File: config.mk
export PLATFORM = sky130hd
export DESIGN_NAME = powx_outbound_xlate
export DESIGN_NICKNAME = d
export VERILOG_FILES = /design/src/powx_pkg.sv /design/src/powx_outbound_xlate.sv /design/src/powx_window_match.sv
export VERILOG_INCLUDE_DIRS = /design/src
export SDC_FILE = /design/constraint.sdc
export NUM_CORES = 1
export LEC_CHECK = 0
export BUFFER_PORTS_ARGS = -buffer_cell sky130_fd_sc_hd__clkbuf_2
export CORE_MARGIN = 2
export CORE_UTILIZATION = 60
export DETAILED_ROUTE_END_ITERATION = 12
export GPL_TIMING_DRIVEN = 1
export PLACE_DENSITY = 0.79
export SYNTH_ARGS = -nofsm -noshare
export SYNTH_HDL_FRONTEND = slang
export SYNTH_HIERARCHICAL = 1
export SYNTH_SLANG_ARGS = --single-unit
File: constraint.sdc
create_clock -name clk_sys -period 11.34 [get_ports clk_sys]
set_input_delay 1.701 -clock clk_sys [delete_from_list [all_inputs] [get_ports clk_sys]]
set_output_delay 1.701 -clock clk_sys [all_outputs]
set_load 0.01 [all_outputs]
File: src/powx_regs.svh
`ifndef POWX_REGS_SVH
`define POWX_REGS_SVH

// Register addresses in the local processor map
`define POWX_ADDR_XLATE 32'he000_ac20
`define POWX_ADDR_BASE 32'he000_ac28
`define POWX_ADDR_ATTR 32'he000_ac30

// Reset values: window disabled, no translation
`define POWX_RST_XLATE 32'h0000_0000
`define POWX_RST_BASE 32'h0000_0000
`define POWX_RST_ATTR 32'h0000_0000

// Attribute word field positions
`define POWX_ATTR_EN 31
`define POWX_ATTR_RTT_HI 19
`define POWX_ATTR_RTT_LO 16
`define POWX_ATTR_WTT_HI 15
`define POWX_ATTR_WTT_LO 12
`define POWX_ATTR_OWS_HI 5
`define POWX_ATTR_OWS_LO 0

// Transaction type code for PCIe memory read and write
`define POWX_TT_MEM 4'h4

// Base and translation registers hold addresses in 4 KB units
`define POWX_PAGE_SHIFT 12

// Routed local window defaults: base, size code (512 MB), PCIe target
`define POWX_LAW_BASE 32'h8000_0000
`define POWX_LAW_SIZE 6'h1c
`define POWX_LAW_TGT_PCIE 4'h2

`endif

File: src/powx_pkg.sv
package powx_pkg;

	// Local processor access toward the controller
	typedef struct packed {
		logic valid;
		logic write;
		logic [31:0] addr;
		logic [31:0] wdata;
	} powx_req_t;

	// Transaction issued on the PCIe link
	typedef struct packed {
		logic write;
		logic [3:0] ttype;
		logic [31:0] addr;
		logic [31:0] data;
	} powx_link_t;

endpackage

File: src/powx_outbound_xlate.sv
// Summary of operation
// - Local window with target code 0x2 over 512 MB routes accesses to the controller.
// - Attribute enable bit set (word 0x8004401c) turns outbound translation on.
// - Read type code 4'b0100 sends window reads out as PCIe memory reads.
// - Write type code 4'b0100 sends window writes out as PCIe memory writes.
// - Six-bit size field sets window extent; code 6'b011100 means 512 MB.
// - Window base register selects matched local base; 0x00080000 means 0x80000000.
// - Translation 0x00000000 sends window hits starting at PCIe address zero.
// - Translation 0x00080000 relocates outgoing addresses to start at 0x80000000.
`timescale 1ns/10ps
`include "powx_regs.svh"
module powx_outbound_xlate import powx_pkg::*; #(
	parameter logic [31:0] LAW_BASE = `POWX_LAW_BASE,
	parameter logic [5:0] LAW_SIZE = `POWX_LAW_SIZE,
	parameter logic [3:0] LAW_TARGET = `POWX_LAW_TGT_PCIE
) (
	input wire logic clk_sys,
	input wire logic rstn,
	input wire logic clk_en,
	input wire powx_req_t req,
	output logic rd_valid,
	output logic [31:0] rd_data,
	output logic link_valid,
	output powx_link_t link,
	output logic acc_err
);

	// Register state and next values
	logic [31:0] xlate_r, xlate_nxt;
	logic [31:0] base_r, base_nxt;
	logic [31:0] attr_r, attr_nxt;
	logic rd_valid_r, rd_valid_nxt;
	logic [31:0] rd_data_r, rd_data_nxt;
	logic link_valid_r, link_valid_nxt;
	powx_link_t link_r, link_nxt;
	logic acc_err_r, acc_err_nxt;

	logic law_hit;
	logic win_hit;
	logic [31:0] law_off;
	logic [31:0] win_off;
	logic [31:0] win_base;
	logic [31:0] pcie_base;
	logic [3:0] read_transaction_type;
	logic [3:0] write_transaction_type;
	logic [3:0] ttype;
	logic is_reg;
	logic sel_xlate;
	logic sel_base;
	logic sel_attr;
	logic win_en;
	logic [5:0] outbound_window_size;
	logic fwd_ok;
	logic refuse;
	logic [31:0] fwd_addr;

	// Attribute fields and page-unit addresses
	assign win_en = attr_r[`POWX_ATTR_EN];
	assign outbound_window_size = attr_r[`POWX_ATTR_OWS_HI:`POWX_ATTR_OWS_LO];
	assign read_transaction_type = attr_r[`POWX_ATTR_RTT_HI:`POWX_ATTR_RTT_LO];
	assign write_transaction_type = attr_r[`POWX_ATTR_WTT_HI:`POWX_ATTR_WTT_LO];
	assign win_base = base_r << `POWX_PAGE_SHIFT;
	assign pcie_base = xlate_r << `POWX_PAGE_SHIFT;
	assign ttype = req.write ? write_transaction_type : read_transaction_type;

	// Register page decode; register addresses are never forwarded
	assign sel_xlate = (req.addr == `POWX_ADDR_XLATE);
	assign sel_base = (req.addr == `POWX_ADDR_BASE);
	assign sel_attr = (req.addr == `POWX_ADDR_ATTR);
	assign is_reg = sel_xlate || sel_base || sel_attr;

	// Forward only a routed, enabled window hit of memory type; refuse the rest
	assign fwd_ok = req.valid && !is_reg && law_hit && win_hit
		&& (ttype == `POWX_TT_MEM);
	assign refuse = req.valid && !is_reg && !fwd_ok;
	assign fwd_addr = pcie_base | win_off;

	// Routed local window: only a PCIe target hands accesses to this controller
	powx_window_match #(
		.AW(32)
	) u_law_match (
		.enable(LAW_TARGET == `POWX_LAW_TGT_PCIE),
		.base(LAW_BASE),
		.size_code(LAW_SIZE),
		.addr(req.addr),
		.hit(law_hit),
		.offset(law_off)
	);

	// Outbound window match inside the routed range
	powx_window_match #(
		.AW(32)
	) u_win_match (
		.enable(win_en),
		.base(win_base),
		.size_code(outbound_window_size),
		.addr(req.addr),
		.hit(win_hit),
		.offset(win_off)
	);

	// Register writes from the local processor
	always_comb begin
		xlate_nxt = xlate_r;
		base_nxt = base_r;
		attr_nxt = attr_r;
		if (req.valid && req.write) begin
			case (req.addr)
				`POWX_ADDR_XLATE: begin
					xlate_nxt = req.wdata;
				end
				`POWX_ADDR_BASE: begin
					base_nxt = req.wdata;
				end
				`POWX_ADDR_ATTR: begin
					attr_nxt = req.wdata;
				end
				default: begin
					xlate_nxt = xlate_r;
				end
			endcase
		end
	end

	// Window registers, frozen while the clock enable is low
	always_ff @(posedge clk_sys or negedge rstn) begin
		if (!rstn) begin
			xlate_r <= `POWX_RST_XLATE;
			base_r <= `POWX_RST_BASE;
			attr_r <= `POWX_RST_ATTR;
		end else if (clk_en) begin
			xlate_r <= xlate_nxt;
			base_r <= base_nxt;
			attr_r <= attr_nxt;
		end
	end

	// Read answers: register contents, or zero for a refused read
	always_comb begin
		rd_valid_nxt = 1'b0;
		rd_data_nxt = rd_data_r;
		if (req.valid && !req.write) begin
			if (is_reg) begin
				rd_valid_nxt = 1'b1;
				case (req.addr)
					`POWX_ADDR_XLATE: begin
						rd_data_nxt = xlate_r;
					end
					`POWX_ADDR_BASE: begin
						rd_data_nxt = base_r;
					end
					default: begin
						rd_data_nxt = attr_r;
					end
				endcase
			end else if (refuse) begin
				// A refused read still completes so the processor never stalls
				rd_valid_nxt = 1'b1;
				rd_data_nxt = 32'h0000_0000;
			end
		end
	end

	// Read answer registers
	always_ff @(posedge clk_sys or negedge rstn) begin
		if (!rstn) begin
			rd_valid_r <= 1'b0;
			rd_data_r <= 32'h0000_0000;
		end else if (clk_en) begin
			rd_valid_r <= rd_valid_nxt;
			rd_data_r <= rd_data_nxt;
		end
	end

	// Outbound issue: memory read or write with translated address
	always_comb begin
		link_valid_nxt = 1'b0;
		link_nxt = link_r;
		if (fwd_ok) begin
			link_valid_nxt = 1'b1;
			link_nxt.write = req.write;
			link_nxt.ttype = ttype;
			link_nxt.addr = fwd_addr;
			link_nxt.data = req.write ? req.wdata : 32'h0000_0000;
		end
	end

	// Link registers; fields stand until the next issue
	always_ff @(posedge clk_sys or negedge rstn) begin
		if (!rstn) begin
			link_valid_r <= 1'b0;
			link_r <= '0;
		end else if (clk_en) begin
			link_valid_r <= link_valid_nxt;
			link_r <= link_nxt;
		end
	end

	// Refusal: outside the window, window disabled or unsupported type
	always_comb begin
		acc_err_nxt = refuse;
	end

	// Refusal pulse register
	always_ff @(posedge clk_sys or negedge rstn) begin
		if (!rstn) begin
			acc_err_r <= 1'b0;
		end else if (clk_en) begin
			acc_err_r <= acc_err_nxt;
		end
	end

	assign rd_valid = rd_valid_r;
	assign rd_data = rd_data_r;
	assign link_valid = link_valid_r;
	assign link = link_r;
	assign acc_err = acc_err_r;

endmodule

File: src/powx_window_match.sv
`timescale 1ns/10ps
module powx_window_match #(
	parameter int AW = 32
) (
	input wire logic enable,
	input wire logic [AW-1:0] base,
	input wire logic [5:0] size_code,
	input wire logic [AW-1:0] addr,
	output logic hit,
	output logic [AW-1:0] offset
);

	logic [63:0] span;
	logic [AW-1:0] mask;

	// Window extent is two to the power of (size code + 1) bytes
	always_comb begin
		span = (64'h0000_0000_0000_0001 << (7'(size_code) + 7'h01)) - 64'h0000_0000_0000_0001;
		mask = span[AW-1:0];
		hit = enable && ((addr & ~mask) == (base & ~mask));
		offset = addr & mask;
	end

endmodule
==> summary.md <==
| Metric | Value |
|---|---|
| Status | complete, no violations |
| Synthesized area | 13,000 sq um |
| Nature of the critical path endpoint | flop |
| Arrival time worst endpoint | 6170 ps |
| DRT Pass-1 Iters | 6 |
| RD Place Congestion | 1.010 |
| Slew @ Worst Pin | 1026 ps |
| Leakage | 6.847 nW |
| IO Port Bufs | 172 |
| Clock buffer depth | 2 |
| Unrepaired setup endpoints after global routing | no |
| Period minus WS final | 5840 ps |
| DR WL/cell | 23.21 um |
| Share of layout cells above drive strength 1 | 0.2890 |
| Met2 Track Usage GR | 0.5455 |
| Initial Util | 0.6145 |
| Post-DP HPWL | 29.25 mm |
| Syn avg cell area | 10.45 sq um |
| Critical path peak fanout | 23 |
| Hold_buf cts | 0 |
| CTS tree | built |
| Clock slew at reported path FFs | 100 ps |
| Clk sinks | 200 |
| NumNets Final | 1,535 |
| Worst Hold Class | flop to flop |
| Root Buffer | clkbuf_16 |
| Commonest non-fill, non-tap cells in the layout | dfrtp_1 (200), clkbuf_2 (171), mux2_2 (142) |
| Hold Crit Start | link[66]$_DFFE_PN0P_ |
| Relative slew margins | 0.3160 |
| Die X-Extent | 151.2 um |
| Setup crit start kind | flop |
| GR Layer Usage met3 | 0.06596 |
| Gr ovfl total | 0 |
| CTS resizes | 0 |
| Global route hottest layer | met2 |
| Setup WS pre-CTS | 5768 ps |
| Largest net degree at the start of global routing | 118 |
| Fmax | 171.2 MHz |
| Clock Latency Late Sink | 450 ps |
| # Max-Cap Violations | 0 |
| VDD IR-drop max | 0.00008369 V |
| Met1 global-route usage | 0.5147 |
| Ports | 173 |
| Vias | 11,080 |
| Final worst slack | 5500 ps |
| Final setup violation count | 0 |
| First-pass GRT wire length | 61.80 mm |
| Max-slew violations | 0 |
| Core area | 21,150 sq um |
| Antenna Nets Post-Route | 0 |
| Number of global-route vias before repair | 10,730 |
| Clock skew | 17.59 ps |
| Antenna violations before repair | 2 |
| Type of the worst setup path | flop to flop |
| Vias per inst | 6.354 |
| Drt initial violations | 979 |
| Layout area overhead | 14.30% |
| CP Data Required Time | 11,670 ps |
| Power density over the cells | 106.2 nW/um^2 |
| Yosys warnings | 6 |
| Final Cycle Share | 0.5150 |
| Tot Pwr | 0.001578 W |
| Hold Vio Cnt, Final | 0 |
| Wirelength, routed | 40.49 mm |
| Setup bufs post-CTS | 0 |
| GRT Total Usage | 0.3585 |
| RR Startpoint | attr_r[0]$_DFFE_PN0P_ |
| Mapped Cells | 1,244 |
| Total Neg Setup Slack | 0 ps |
| Crit path launch | attr_r[0]$_DFFE_PN0P_ |
| Die Area | 22,860 sq um |
| Commonest non-fill, non-tap cell in the layout | dfrtp_1 |
| Total CTS buffers | 17 |
| Drc violations | 0 |
| Final design utilization | 0.7024 |
| Max H-tree Level | 4 |
| Die H | 151.2 um |
| # rows | 53 |
worst max-delay path: stages (launching register included):
cell and delay, ps:
dfrtp_1 680, ha_1 770, and3_1 400, and4b_1 420, o21ai_2 160, nand2b_1 220
ha_1 320, nand2_1 180, nand2_1 80, a21oi_1 130, o221ai_1 210, nor4_1 450
nand4_1 190, nor4_2 290, nand3_2 190, nor3_2 220, buf_4 380, mux2_2 390
worst paths after layout:
check | endpoint | slack, ps | cells after the start
max | link[43]$_DFFE_PN0P_ | 5500 | 17
min | link[66]$_DFFE_PN0P_ | 480 | 1
max reg2reg | link[43]$_DFFE_PN0P_ | 5500 | 17
min reg2reg | link[66]$_DFFE_PN0P_ | 480 | 1
max in group asynchronous | rd_data[14]$_DFFE_PN0P_ | 8450 | 2
min in group asynchronous | attr_r[29]$_DFFE_PN0P_ | 1330 | 1
metrics by stage:
stage | hold WS, ps | instance area (sq um) | instances
after global routing | 500.2 | 14850 | 1742
after detailed placement | 460.1 | 14190 | 1710
after global placement | 452.5 | 14190 | 1710
final | 477.9 | 14860 | 1744
after floorplan | 473.7 | 13280 | 1319
after CTS | 480.1 | 14850 | 1742
area by class of cell:
cell class | instances | area [sq um]
antenna | 2 | 5.005
clock buffer | 17 | 425.4
clock inverter | 15 | 239.0
fill | 1613 | 6295
inverter | 35 | 131.4
multi-input combinational | 1014 | 7735
sequential | 200 | 5005
tap | 275 | 344.1
timing repair buffer | 186 | 974.7
flip-flops by register name (all words and copies together) (netlist names):
register,cells
attr_r,32
link,69
base_r,32
link_valid,1
acc_err,1
rd_valid,1
xlate_r,32
rd_data,32
report_power, final:
group          switching (W)  leakage, nW  internal (W)
clock               0.000363        0.324      0.000324
combinational       0.000118         3.83     0.0000591
sequential       0.000000342         2.69      0.000713
total               0.000481         6.85       0.00110
per-layer routing:
| metal | vias to the layer above | wire [um] |
|---|---|---|
| met5 | - | 0 |
| met4 | 0 | 1186 |
| met3 | 88 | 3155 |
| met2 | 511 | 18440 |
| met1 | 5507 | 17710 |
| li1 | 4975 | - |
Power figures use the tool's default switching activity.
